==> config.mk <==
export PLATFORM = sky130hd
export DESIGN_NAME = cpu_mode_and_core_regs
export DESIGN_NICKNAME = d
export VERILOG_FILES = /design/src/rtl/cpu_mode_pkg.sv /design/src/rtl/cpu_mode_and_core_regs.sv
export VERILOG_INCLUDE_DIRS = /design/src /design/src/rtl
export SDC_FILE = /design/constraint.sdc
export NUM_CORES = 1
export LEC_CHECK = 0
export BUFFER_PORTS_ARGS = -buffer_cell sky130_fd_sc_hd__buf_2
export CAP_MARGIN = 30
export CORE_ASPECT_RATIO = 0.75
export CORE_UTILIZATION = 40
export CTS_CLUSTER_SIZE = 24
export DETAILED_ROUTE_END_ITERATION = 10
export GPL_TIMING_DRIVEN = 0
export HOLD_SLACK_MARGIN = 0.12
export PLACE_DENSITY = 0.67
export SLEW_MARGIN = 20
export SYNTH_ARGS = -nofsm -noshare
export SYNTH_HDL_FRONTEND = slang
export SYNTH_SLANG_ARGS = --single-unit
export TNS_END_PERCENT = 5
==> constraint.sdc <==
create_clock -name clk_sys -period 3.1 [get_ports clk_sys]
set_input_delay 0 -clock clk_sys [delete_from_list [all_inputs] [get_ports clk_sys]]
set_output_delay 0 -clock clk_sys [all_outputs]
set_load 0.03 [all_outputs]
==> src/rtl/cpu_mode_defs.svh <==
`ifndef CPU_MODE_DEFS_SVH
`define CPU_MODE_DEFS_SVH
// core register indices
`define IDX_HIGH_FIRST 4'h8
`define IDX_HIGH_LAST  4'hc
`define IDX_SP         4'hd
`define IDX_LR         4'he
`define IDX_PC         4'hf
// alignment masks
`define SP_ALIGN_MASK  32'hffff_fffc
`define PC_ALIGN_MASK  32'hffff_fffe
// status word field masks
`define APP_MASK       32'hf800_0000
`define IRQ_MASK       32'h0000_01ff
`define EXEC_MASK      32'h0700_fc00
`define EXEC_STATE_BIT 24
`define FLAG_LSB       27
`define FLAG_MSB       31
// mode select fields
`define MODE_USER_BIT  0
`define MODE_PSTK_BIT  1
// bit-band geometry
`define BB_SRAM_BASE   32'h2000_0000
`define BB_ALIAS_BASE  32'h2200_0000
`define BB_ALIAS_SPAN  32'h0200_0000
`define BB_WORD_SHIFT  5
`define BB_BIT_LSB     2
// reset values
`define THRESH_RST     9'h000
`define MODE_RST       2'h0
`define IRQ_NUM_NONE   9'h000
`endif

==> src/rtl/cpu_mode_pkg.sv <==
package cpu_mode_pkg;
  typedef logic [31:0] word_t;
  // special register selector for move-to / move-from operations
  typedef enum logic [2:0] {
    sel_combined,
    sel_app,
    sel_irq,
    sel_exec,
    sel_gen_mask,
    sel_fault_mask,
    sel_threshold,
    sel_mode
  } sys_sel_e;
endpackage

==> src/rtl/cpu_mode_and_core_regs.sv <==
// What this block does
// - three states only; never user handler
// - user mask/threshold/mode/exec writes blocked; any access to them faults
// - exceptions run privileged handler, else thread
// - banked stack: process for user thread
// - stack pointer low two bits zero
// - program counter bit zero forced zero
// - subroutine call writes return address link
// - app flags in bits 27-31; views selectable
// - active exception number in bits 0-8
// - exec state bits; privileged write of bit 24 clear faults
// - general mask passes only nmi, hard fault
// - fault mask passes only nmi
// - threshold blocks equal/higher value; zero off
// - mode bit 0 selects thread level
// - narrow instructions cannot reach regs 8-12
// - sixteen core registers, 32 bits each
// - sram bit-band atomic access; unaligned support
`include "cpu_mode_defs.svh"

module cpu_mode_and_core_regs (
  input  wire logic                      clk_sys,
  input  wire logic                      rst,
  input  wire logic [3:0]                rd_idx,
  input  wire logic                      rd_narrow,
  output cpu_mode_pkg::word_t            rd_data,
  input  wire logic                      wr_en,
  input  wire logic [3:0]                wr_idx,
  input  wire logic                      wr_narrow,
  input  wire cpu_mode_pkg::word_t       wr_data,
  input  wire logic                      call_en,
  input  wire cpu_mode_pkg::word_t       call_ret_addr,
  input  wire logic                      flags_en,
  input  wire logic [4:0]                flags_in,
  input  wire logic                      exc_entry,
  input  wire logic [8:0]                exc_num,
  input  wire logic                      exc_return,
  input  wire logic                      restricted_op,
  input  wire logic                      sys_wr_en,
  input  wire logic                      sys_rd_en,
  input  wire cpu_mode_pkg::sys_sel_e    sys_sel,
  input  wire cpu_mode_pkg::word_t       sys_wr_data,
  output cpu_mode_pkg::word_t            sys_rd_data,
  output logic                           fault,
  input  wire logic                      irq_req,
  input  wire logic [8:0]                irq_prio,
  input  wire logic                      irq_is_nmi,
  input  wire logic                      irq_is_hard_fault,
  output logic                           irq_pass,
  output logic                           handler_mode,
  output logic                           user_level,
  output logic                           process_stack_active,
  output cpu_mode_pkg::word_t            pc_out,
  input  wire logic                      bb_en,
  input  wire cpu_mode_pkg::word_t       bb_addr,
  input  wire logic                      bb_write,
  input  wire logic                      bb_bit_val,
  input  wire cpu_mode_pkg::word_t       bb_mem_word,
  output logic                           bb_hit,
  output cpu_mode_pkg::word_t            bb_word_addr,
  output cpu_mode_pkg::word_t            bb_new_word,
  output logic                           bb_rd_bit,
  input  wire logic [1:0]                ua_addr_lo,
  input  wire logic [1:0]                ua_size_m1,
  output logic                           ua_split,
  output logic [3:0]                     ua_first_be
);

  // ==========================================================
  // architectural state
  // ==========================================================
  cpu_mode_pkg::word_t general_regs [0:12];
  cpu_mode_pkg::word_t main_stack_ptr;
  cpu_mode_pkg::word_t process_stack_ptr;
  cpu_mode_pkg::word_t link_register;
  cpu_mode_pkg::word_t program_counter;
  logic [4:0]          app_flags;
  logic [8:0]          irq_status_view;
  cpu_mode_pkg::word_t exec_status_view;
  logic                general_int_mask;
  logic                fault_level_mask;
  logic [8:0]          priority_threshold;
  logic [1:0]          mode_select;
  logic                next_fault;
  logic                priv_sys_sel;
  logic                narrow_wr_block;
  logic                narrow_rd_block;
  logic                sys_write_ok;
  cpu_mode_pkg::word_t combined_status_word;
  cpu_mode_pkg::word_t active_sp;
  logic [5:0]          ua_span;

  assign user_level = !handler_mode && mode_select[`MODE_USER_BIT];
  // process pointer only for user thread
  assign process_stack_active = user_level &&
                                mode_select[`MODE_PSTK_BIT];
  assign active_sp = process_stack_active ? process_stack_ptr
                                          : main_stack_ptr;
  assign pc_out    = program_counter;

  // high registers out of reach of narrow forms
  assign narrow_wr_block = wr_narrow && wr_idx >= `IDX_HIGH_FIRST &&
                           wr_idx <= `IDX_HIGH_LAST;
  assign narrow_rd_block = rd_narrow && rd_idx >= `IDX_HIGH_FIRST &&
                           rd_idx <= `IDX_HIGH_LAST;

  assign combined_status_word =
    ({app_flags, 27'h000_0000} & `APP_MASK) |
    ({23'h00_0000, irq_status_view} & `IRQ_MASK) |
    (exec_status_view & `EXEC_MASK);

  assign priv_sys_sel = sys_sel == cpu_mode_pkg::sel_gen_mask ||
                        sys_sel == cpu_mode_pkg::sel_fault_mask ||
                        sys_sel == cpu_mode_pkg::sel_threshold ||
                        sys_sel == cpu_mode_pkg::sel_mode ||
                        sys_sel == cpu_mode_pkg::sel_exec;

  // user writes to mask, threshold, mode and exec registers refused
  assign sys_write_ok = sys_wr_en && !(user_level && priv_sys_sel);

  // ==========================================================
  // fault detection
  // ==========================================================
  always_comb begin
    next_fault = 1'b0;
    if (user_level && (restricted_op ||
        ((sys_wr_en || sys_rd_en) && priv_sys_sel)))
      next_fault = 1'b1;
    if (sys_wr_en && !user_level &&
        (sys_sel == cpu_mode_pkg::sel_exec ||
         sys_sel == cpu_mode_pkg::sel_combined) &&
        !sys_wr_data[`EXEC_STATE_BIT])
      next_fault = 1'b1;
  end

  always_ff @(posedge clk_sys) begin
    if (rst)
      fault <= 1'b0;
    else
      fault <= next_fault;
  end

  // ==========================================================
  // mode and level
  // ==========================================================
  always_ff @(posedge clk_sys) begin
    if (rst)
      handler_mode <= 1'b0;
    else if (exc_entry)
      handler_mode <= 1'b1;
    else if (exc_return)
      handler_mode <= 1'b0;
  end

  always_ff @(posedge clk_sys) begin
    if (rst)
      mode_select <= `MODE_RST;
    else if (sys_write_ok && sys_sel == cpu_mode_pkg::sel_mode) begin
      mode_select[`MODE_USER_BIT] <= sys_wr_data[`MODE_USER_BIT];
      // stack select written as zero when written in handler
      mode_select[`MODE_PSTK_BIT] <= !handler_mode &&
                                     sys_wr_data[`MODE_PSTK_BIT];
    end
  end

  // ==========================================================
  // mask registers
  // ==========================================================
  always_ff @(posedge clk_sys) begin
    if (rst) begin
      general_int_mask   <= 1'b0;
      fault_level_mask   <= 1'b0;
      priority_threshold <= `THRESH_RST;
    end else if (sys_write_ok) begin
      if (sys_sel == cpu_mode_pkg::sel_gen_mask)
        general_int_mask <= sys_wr_data[0];
      if (sys_sel == cpu_mode_pkg::sel_fault_mask)
        fault_level_mask <= sys_wr_data[0];
      if (sys_sel == cpu_mode_pkg::sel_threshold)
        priority_threshold <= sys_wr_data[8:0];
    end
  end

  always_comb begin
    irq_pass = 1'b0;
    if (irq_req) begin
      if (irq_is_nmi)
        irq_pass = 1'b1;
      else if (fault_level_mask)
        irq_pass = 1'b0;
      else if (irq_is_hard_fault)
        irq_pass = 1'b1;
      else if (general_int_mask)
        irq_pass = 1'b0;
      else if (priority_threshold != `THRESH_RST &&
               irq_prio >= priority_threshold)
        irq_pass = 1'b0;
      else
        irq_pass = 1'b1;
    end
  end

  // ==========================================================
  // status views
  // ==========================================================
  always_ff @(posedge clk_sys) begin
    if (rst)
      irq_status_view <= `IRQ_NUM_NONE;
    else if (exc_entry)
      irq_status_view <= exc_num;
    else if (exc_return)
      irq_status_view <= `IRQ_NUM_NONE;
  end

  always_ff @(posedge clk_sys) begin
    if (rst)
      app_flags <= 5'h00;
    else if (flags_en)
      app_flags <= flags_in;
    else if (sys_write_ok && (sys_sel == cpu_mode_pkg::sel_app ||
             sys_sel == cpu_mode_pkg::sel_combined))
      app_flags <= sys_wr_data[`FLAG_MSB:`FLAG_LSB];
  end

  always_ff @(posedge clk_sys) begin
    if (rst)
      exec_status_view <= 32'h0000_0000 | (32'h0000_0001 << 
                          `EXEC_STATE_BIT);
    // state bit may never clear
    // user writes to the combined word only reach the app flags
    else if (sys_write_ok && !next_fault && !user_level &&
             (sys_sel == cpu_mode_pkg::sel_exec ||
              sys_sel == cpu_mode_pkg::sel_combined))
      exec_status_view <= sys_wr_data & `EXEC_MASK;
  end

  always_ff @(posedge clk_sys) begin
    if (rst)
      sys_rd_data <= 32'h0000_0000;
    else if (sys_rd_en) begin
      case (sys_sel)
        cpu_mode_pkg::sel_combined:
          sys_rd_data <= combined_status_word;
        cpu_mode_pkg::sel_app:
          sys_rd_data <= combined_status_word & `APP_MASK;
        cpu_mode_pkg::sel_irq:
          sys_rd_data <= combined_status_word & `IRQ_MASK;
        cpu_mode_pkg::sel_exec:
          sys_rd_data <= user_level ? 32'h0000_0000 :
                         combined_status_word & `EXEC_MASK;
        cpu_mode_pkg::sel_gen_mask:
          sys_rd_data <= {31'h0000_0000, general_int_mask};
        cpu_mode_pkg::sel_fault_mask:
          sys_rd_data <= {31'h0000_0000, fault_level_mask};
        cpu_mode_pkg::sel_threshold:
          sys_rd_data <= {23'h00_0000, priority_threshold};
        cpu_mode_pkg::sel_mode:
          sys_rd_data <= {30'h0000_0000, mode_select};
        default:
          sys_rd_data <= 32'h0000_0000;
      endcase
    end
  end

  // ==========================================================
  // core registers
  // ==========================================================
  // thirteen general words
  for (genvar g = 0; g < 13; g++) begin : g_gpr
    always_ff @(posedge clk_sys) begin
      if (rst)
        general_regs[g] <= 32'h0000_0000;
      else if (wr_en && !narrow_wr_block && wr_idx == 4'(g))
        general_regs[g] <= wr_data;
    end
  end

  always_ff @(posedge clk_sys) begin
    if (rst) begin
      main_stack_ptr    <= 32'h0000_0000;
      process_stack_ptr <= 32'h0000_0000;
    end else if (wr_en && wr_idx == `IDX_SP) begin
      if (process_stack_active)
        process_stack_ptr <= wr_data & `SP_ALIGN_MASK;
      else
        main_stack_ptr <= wr_data & `SP_ALIGN_MASK;
    end
  end

  always_ff @(posedge clk_sys) begin
    if (rst)
      link_register <= 32'h0000_0000;
    else if (call_en)
      link_register <= call_ret_addr;
    else if (wr_en && wr_idx == `IDX_LR)
      link_register <= wr_data;
  end

  always_ff @(posedge clk_sys) begin
    if (rst)
      program_counter <= 32'h0000_0000;
    else if (wr_en && wr_idx == `IDX_PC)
      program_counter <= wr_data & `PC_ALIGN_MASK;
  end

  always_ff @(posedge clk_sys) begin
    if (rst)
      rd_data <= 32'h0000_0000;
    else if (narrow_rd_block)
      rd_data <= 32'h0000_0000;
    else if (rd_idx == `IDX_SP)
      rd_data <= active_sp;
    else if (rd_idx == `IDX_LR)
      rd_data <= link_register;
    else if (rd_idx == `IDX_PC)
      rd_data <= program_counter;
    else
      rd_data <= general_regs[rd_idx];
  end

  // ==========================================================
  // bit-band and unaligned helpers
  // ==========================================================
  // one cycle read-modify-write keeps the bit update atomic
  always_ff @(posedge clk_sys) begin
    if (rst) begin
      bb_hit       <= 1'b0;
      bb_word_addr <= 32'h0000_0000;
      bb_new_word  <= 32'h0000_0000;
      bb_rd_bit    <= 1'b0;
    end else if (bb_en) begin
      // alias word maps to one sram bit
      bb_hit <= bb_addr >= `BB_ALIAS_BASE &&
                bb_addr < `BB_ALIAS_BASE + `BB_ALIAS_SPAN;
      bb_word_addr <= `BB_SRAM_BASE + (((bb_addr - `BB_ALIAS_BASE)
                      >> `BB_WORD_SHIFT) & `SP_ALIGN_MASK);
      bb_rd_bit <= bb_mem_word[bb_addr[6:2]];
      if (bb_write)
        bb_new_word <= (bb_mem_word &
                        ~(32'h0000_0001 << bb_addr[6:2])) |
                       ({31'h0000_0000, bb_bit_val} << bb_addr[6:2]);
      else
        bb_new_word <= bb_mem_word;
    end
  end

  assign ua_span = 6'(ua_addr_lo) + 6'(ua_size_m1);

  always_ff @(posedge clk_sys) begin
    if (rst) begin
      ua_split    <= 1'b0;
      ua_first_be <= 4'h0;
    end else begin
      ua_split    <= ua_span > 6'h03;
      ua_first_be <= 4'((5'h0f >> (2'h3 - ua_size_m1)) << ua_addr_lo);
    end
  end

  // ==========================================================
  // checks
  // ==========================================================
  a_no_user_handler: assert property (@(posedge clk_sys)
    disable iff (rst) handler_mode |-> !user_level)
    else $error("user level seen in handler mode");

  a_user_mask_fault: assert property (@(posedge clk_sys)
    disable iff (rst) (sys_wr_en && user_level &&
      sys_sel == cpu_mode_pkg::sel_gen_mask) |=>
      fault && $stable(general_int_mask))
    else $error("user mask write not refused");

  a_entry_handler: assert property (@(posedge clk_sys)
    disable iff (rst) (exc_entry && !exc_return) |=>
      handler_mode && !user_level && !process_stack_active)
    else $error("exception entry not in privileged handler");

  a_sp_aligned: assert property (@(posedge clk_sys)
    disable iff (rst) active_sp[1:0] == 2'h0)
    else $error("stack pointer misaligned");

  a_pc_aligned: assert property (@(posedge clk_sys)
    disable iff (rst) (wr_en && wr_idx == `IDX_PC) |=>
      program_counter == ($past(wr_data) & `PC_ALIGN_MASK))
    else $error("program counter bit zero not cleared");

  a_link_on_call: assert property (@(posedge clk_sys)
    disable iff (rst) call_en |=> link_register == $past(call_ret_addr))
    else $error("link register missed return address");

  a_irq_number: assert property (@(posedge clk_sys)
    disable iff (rst) (exc_entry ##1 !exc_entry && !exc_return) |=>
      irq_status_view == $past(exc_num, 2))
    else $error("exception number not held");

  a_state_bit: assert property (@(posedge clk_sys)
    disable iff (rst) exec_status_view[`EXEC_STATE_BIT])
    else $error("execution state bit cleared");

  a_gen_mask: assert property (@(posedge clk_sys)
    disable iff (rst) (general_int_mask && !irq_is_nmi &&
      !irq_is_hard_fault) |-> !irq_pass)
    else $error("general mask let interrupt through");

  a_fault_mask: assert property (@(posedge clk_sys)
    disable iff (rst) (irq_req && irq_is_nmi) |-> irq_pass)
    else $error("nmi was masked");

  a_fault_mask_block: assert property (@(posedge clk_sys)
    disable iff (rst) (fault_level_mask && !irq_is_nmi) |-> !irq_pass)
    else $error("fault mask let interrupt through");

  a_threshold: assert property (@(posedge clk_sys)
    disable iff (rst) (priority_threshold != 9'h000 && !irq_is_nmi &&
      !irq_is_hard_fault && irq_prio >= priority_threshold) |-> !irq_pass)
    else $error("threshold did not block interrupt");

  a_handler_stack: assert property (@(posedge clk_sys)
    disable iff (rst) (handler_mode && sys_write_ok &&
      sys_sel == cpu_mode_pkg::sel_mode) |=> !mode_select[1])
    else $error("process stack chosen in handler");

  a_narrow_block: assert property (@(posedge clk_sys)
    disable iff (rst) (rd_narrow && rd_idx == 4'h9) |=> rd_data == 0)
    else $error("narrow read reached high register");

  a_reset_state: assert property (@(posedge clk_sys)
    $past(rst) |-> !handler_mode && !user_level &&
      !general_int_mask && !fault_level_mask &&
      priority_threshold == 9'h000)
    else $error("wrong state after reset");

endmodule // cpu_mode_and_core_regs

* Word-level counts from Yosys, hierarchy flattened *
Memories as Yosys holds them, arrays and structs flattened.
Cells that the tools add are included.

storage, ports and cells
  register bits after elaboration = 296
  bits in writable memories = 416
  input port bits = 216
  memories = 1

operators by class
  $add $sub $neg = 4
  order comparisons = 9
  eq/ne operators = 25
  shift-type cells = 4
  mux-type cells = 79
  bitwise gates (word level) = 19
  reductions and logical operators = 64

memory list
  memory        depth  bits a word  rd ports  clocked after memory_dff  write ports  line                          RTL
  general_regs  13     32           1         0                         13           cpu_mode_and_core_regs.sv:72  cpu_mode_pkg::word_t general_regs [0:12];

operator list
  cell                    count
  $mux 32                 20
  $pmux 32 s8             1
  $mux 1                  52
  $eq 4x4->1 const B      11
  $logic_and 1x1->1       38
  $and 32x32->32          1
  $ge 32x30->1 const B    1
  $lt 32x30->1 const B    1
  $not 32->32             1
  $or 32x27->32           1
  $or 32x32->32           1
  $or 32x9->32            1
  $shl 1x5->32            1
  $shl 1x5->32 const A    1
  $sub 32x30->32 const B  1
  $add 30x27->31 const A  1
  $mux 27                 1
  $mux 9                  2
  $eq 4x3->1 const B      4
  $or 1x1->1              13
  $eq 3x3->1 const B      4
  $mux 5                  2
  $reduce_and 2->1        5
  $ge 9x9->1              1
  21 further kinds        39

* Depth between registers and ports, before layout *
  depth after elaboration = 14
  gate-level depth with buffers = 8
  depth with buffers taken out = 7

* Worst setup path before layout *
OpenSTA, ideal clock, no wires.

  kind = input port to flip-flop
  start point = in wr_narrow
  end point = mem general_regs[6][0] (netlist name), enable pin
  library setup time = 0.428 ns
  arrival time = 1.942 ns
  path slack = 0.730 ns
  stages on the path = 4
  buffers on the path = 0
  cells stage by stage = nand2_1 -> o21a_1 -> nand3b_1 -> o21bai_1

RTL lines
  what             line                          RTL
  start, declared  cpu_mode_and_core_regs.sv:29  input wire logic wr_narrow,
  end, declared    cpu_mode_and_core_regs.sv:72

* Worst setup path after layout *
  start point = reg handler_mode
  end point = out process_stack_active

between the ends
  longest elaborated chain between the ends = 3

ends and longest elaborated chain
  what                    line                           RTL
  start, declared         cpu_mode_and_core_regs.sv:50   output logic handler_mode,
  start signal, assigned  cpu_mode_and_core_regs.sv:148  handler_mode <= 1'b0;
  start signal, assigned  cpu_mode_and_core_regs.sv:150  handler_mode <= 1'b1;
  start signal, assigned  cpu_mode_and_core_regs.sv:152  handler_mode <= 1'b0;
  $logic_not 1->1         cpu_mode_and_core_regs.sv:93   assign user_level = !handler_mode && mode_select[`MODE_USER_BIT];
  $logic_and 1x1->1       cpu_mode_and_core_regs.sv:93
  $logic_and 1x1->1       cpu_mode_and_core_regs.sv:95   assign process_stack_active = user_level &&
  end, declared           cpu_mode_and_core_regs.sv:52   output logic process_stack_active,

No other way between the ends.

==> metrics.log <==
[metrics] run status: complete, no violations
[metrics] width of the chip: 325.0 um
[metrics] Worst setup EP type: output port
[metrics] leading cell type in the layout, fill and taps excluded: sky130_fd_sc_hd__and2_1
[metrics] Area Overhead vs Synth: 27.28%
[metrics] data required time of the worst path: 3100 ps
[metrics] transition time at the pin with the least slew margin: 1036 ps
[metrics] number of clock sinks: 697
[metrics] power after layout: 21.29 mW
[metrics] synthesis warning total: 0
[metrics] worst path arrival time: 2820 ps
[metrics] worst slack after detailed placement: 184.4 ps
[metrics] total track usage: 27.66%
[metrics] detailed-route vias per instance: 5.620
[metrics] wire length of the first global-routing pass: 161300 um
[metrics] Worst Path Max Fanout: 10
[metrics] most frequent cells in the layout: sky130_fd_sc_hd__and2_1 (420), sky130_fd_sc_hd__edfxtp_1 (416), sky130_fd_sc_hd__buf_2 (371)
[metrics] first-iteration detailed-routing DRC count: 3731
[metrics] Clk Latency, worst-skew pair: 630 ps
[metrics] number of CTS-inserted buffers: 66
[metrics] number of distinct library cells after synthesis: 60
[metrics] maximum VDD drop: 437.5 uV
[metrics] Lkg Pwr: 14.91 nW
[metrics] timing-limited maximum frequency: 0.3549 GHz
[metrics] DRC: 0
[metrics] max cap viols: 0
[metrics] final setup margin: 282.7 ps
[metrics] cells resized by post-CTS repair: 0
[metrics] CTS clock-pin slew for the worst setup and hold paths: 70 ps
[metrics] total routed wirelength: 111700 um
[metrics] number of antenna violations at the first check in global routing: 11
[metrics] full die area: 0.07936 sq mm
[metrics] total non-filler cell area in the finished layout: 0.03982 sq mm
[metrics] post-route insts no fill: 4499
[metrics] Slew Limit Headroom: 30.95%
[metrics] gr ovfl total: 0
[metrics] fillers: 6644
[metrics] clock tree from TritonCTS: done
[metrics] clock period minus worst slack: 2817 ps
[metrics] Final Max Tran Viols: 0
[metrics] placer congestion estimate: 0.9899
[metrics] number of buffer cells added on primary ports: 350
[metrics] routed wire length per instance: 24.83 um
[metrics] Post-synth top flop: sky130_fd_sc_hd__edfxtp_1
[metrics] via total after detailed routing: 25290
[metrics] synthesized flop and latch total: 697
[metrics] Final setup violation count: 0
[metrics] starting density of the core: 40.54%
[metrics] Worst Hold Slack: 147.7 ps
[metrics] path type of the worst min-delay path: primary input to flip-flop
[metrics] fraction of registers with async set or reset after synthesis: 0%
[metrics] area of the mapped netlist: 0.03129 sq mm
[metrics] number of I/O pins: 388
[metrics] number of standard cells after synthesis: 2675
[metrics] vias in the first global route: 24050
[metrics] CTS root buf: sky130_fd_sc_hd__clkbuf_16
[metrics] category of the worst setup path launch point: flip-flop
[metrics] remaining antenna violation count: 0
[metrics] clock buffer depth: 3
[metrics] Floorplan Core Area: 0.07718 sq mm
[metrics] share of final-layout standard cells stronger than drive strength 1: 19.66%
[metrics] Pwr per Cell Area: 534.6 mW/mm^2
[metrics] class of the most critical setup path: flip-flop to output port
[metrics] Final Cycle Share: 90.88%
[metrics] CTS H-tree depth: 3
[metrics] number of nets in the finished design: 3635
[metrics] maximum number of pins on one net before global-route repair: 24
[metrics] # rows: 88
[metrics] setup repair after global routing missed its margin: no
[metrics] Final Util: 51.60%
[metrics] Die Y-Extent: 244.2 um
[metrics] number of enable flip-flop cells after synthesis: 416
[metrics] count of placed standard cells including taps: 4090
[metrics] DP Area: 0.03487 sq mm
[metrics] number of buffers added to fix hold violations after cts: 282
[metrics] TritonRoute pass-1 iters: 7
[metrics] detailed placement HPWL: 81060 um
[metrics] setup_tns: 0 ps
[metrics] final hold violation count: 0
[metrics] part of the Yosys area used for sequential elements: 57.90%
[metrics] final worst clock skew: 16.22 ps
[metrics] Post-CTS Setup Repair Bufs: 0
[metrics] average cell area after synthesis: 11.70 sq um
[synth_stat cells, types with 9 or more instances]
library cell                 n  share of area (%)
sky130_fd_sc_hd__and2_1    420                8.4
sky130_fd_sc_hd__edfxtp_1  416                 40
sky130_fd_sc_hd__nand2_1   287                3.4
sky130_fd_sc_hd__dfxtp_1   281                 18
sky130_fd_sc_hd__nor2_1    187                2.2
sky130_fd_sc_hd__clkbuf_1  171                2.1
sky130_fd_sc_hd__a21oi_1   157                2.5
sky130_fd_sc_hd__mux2i_1   119                3.8
sky130_fd_sc_hd__mux4_2    111                8.0
sky130_fd_sc_hd__o21ai_0    63                1.0
sky130_fd_sc_hd__nor2b_1    53                1.1
sky130_fd_sc_hd__a211oi_1   42                1.0
sky130_fd_sc_hd__mux2_2     37                1.3
sky130_fd_sc_hd__inv_1      35               0.42
sky130_fd_sc_hd__o22ai_1    26               0.52
sky130_fd_sc_hd__nand3_1    23               0.37
sky130_fd_sc_hd__nor3_1     22               0.35
sky130_fd_sc_hd__buf_2      21               0.34
sky130_fd_sc_hd__buf_4      21               0.50
sky130_fd_sc_hd__buf_1      20               0.24
sky130_fd_sc_hd__nand2b_1   18               0.36
sky130_fd_sc_hd__o32ai_1    15               0.42
sky130_fd_sc_hd__a311oi_1   13               0.36
sky130_fd_sc_hd__o21bai_1   13               0.31
sky130_fd_sc_hd__ha_1       12               0.48
sky130_fd_sc_hd__a221o_1     9               0.29
[power by group]
group	switching [mW]	internal [mW]
clock	3.72	4.43
combinational	1.61	1.09
sequential	0.177	10.3
total	5.50	15.8
[path summary, 6_finish.rpt]
| kind | slack (ps) | endpoint | depth (start not counted) | from |
|---|---|---|---|---|
| max | 280 | process_stack_active | 6 | handler_mode |
| min | 150 | exec_status_view[12] | 4 | sys_wr_data[12] |
| max reg2reg | 330 | main_stack_ptr[19] | 8 | handler_mode |
| min reg2reg | 460 | process_stack_ptr[24] | 2 | process_stack_ptr[24] |
[worst max-delay path, stage by stage (launching register included)]
cell	delay [ps]
sky130_fd_sc_hd__dfxtp_1	340
sky130_fd_sc_hd__nand2b_1	250
sky130_fd_sc_hd__inv_1	110
sky130_fd_sc_hd__nand2_1	170
sky130_fd_sc_hd__clkinv_1	160
sky130_fd_sc_hd__clkbuf_1	770
sky130_fd_sc_hd__buf_2	380
[registers in the layout, summed over array words and instances (netlist names), 2 cells and up]
name and cells:
general_regs 416, ua_first_be 4, rd_data 32, process_stack_ptr 30, sys_rd_data 23, link_register 32
irq_status_view 9, mode_select 2, main_stack_ptr 30, app_flags 5, pc_out 31, bb_word_addr 26
bb_new_word 32, priority_threshold 9, exec_status_view 9
[cells by family after synthesis]
| group | synth area share (%) |
|---|---|
| xor+xnor | 0.1400 |
| simple gates | 17.04 |
| buf+inv | 3.707 |
| fa+ha+maj | 0.4799 |
| mux | 13.38 |
| compound gates | 7.334 |
| flops | 57.90 |
| other cells | 0.01199 |
[cell type report]
| class | instances | area, sq um | area share, % |
|---|---|---|---|
| repair buffers | 649 | 4913 | 12.34 |
| inverters | 36 | 135.1 | 0.3393 |
| plain buffers | 237 | 1025 | 2.573 |
| multi-input cells | 1720 | 12240 | 30.73 |
| flip-flops and latches | 697 | 18120 | 45.49 |
| diodes | 5 | 12.51 | 0.03142 |
| clock buffers | 91 | 1828 | 4.590 |
| clock inverters | 29 | 260.3 | 0.6535 |
| well taps | 1035 | 1295 | 3.252 |
[routing by layer]
layer / GRT usage (%) / vias up / routed length (um)
li1: - / 10930 / -
met1: 41.07 / 12480 / 47310
met2: 38.11 / 1624 / 45560
met3: 9.369 / 231 / 15700
met4: 7.131 / 14 / 3028
met5: 0 / - / 93
(Power assumes the default switching activity.)
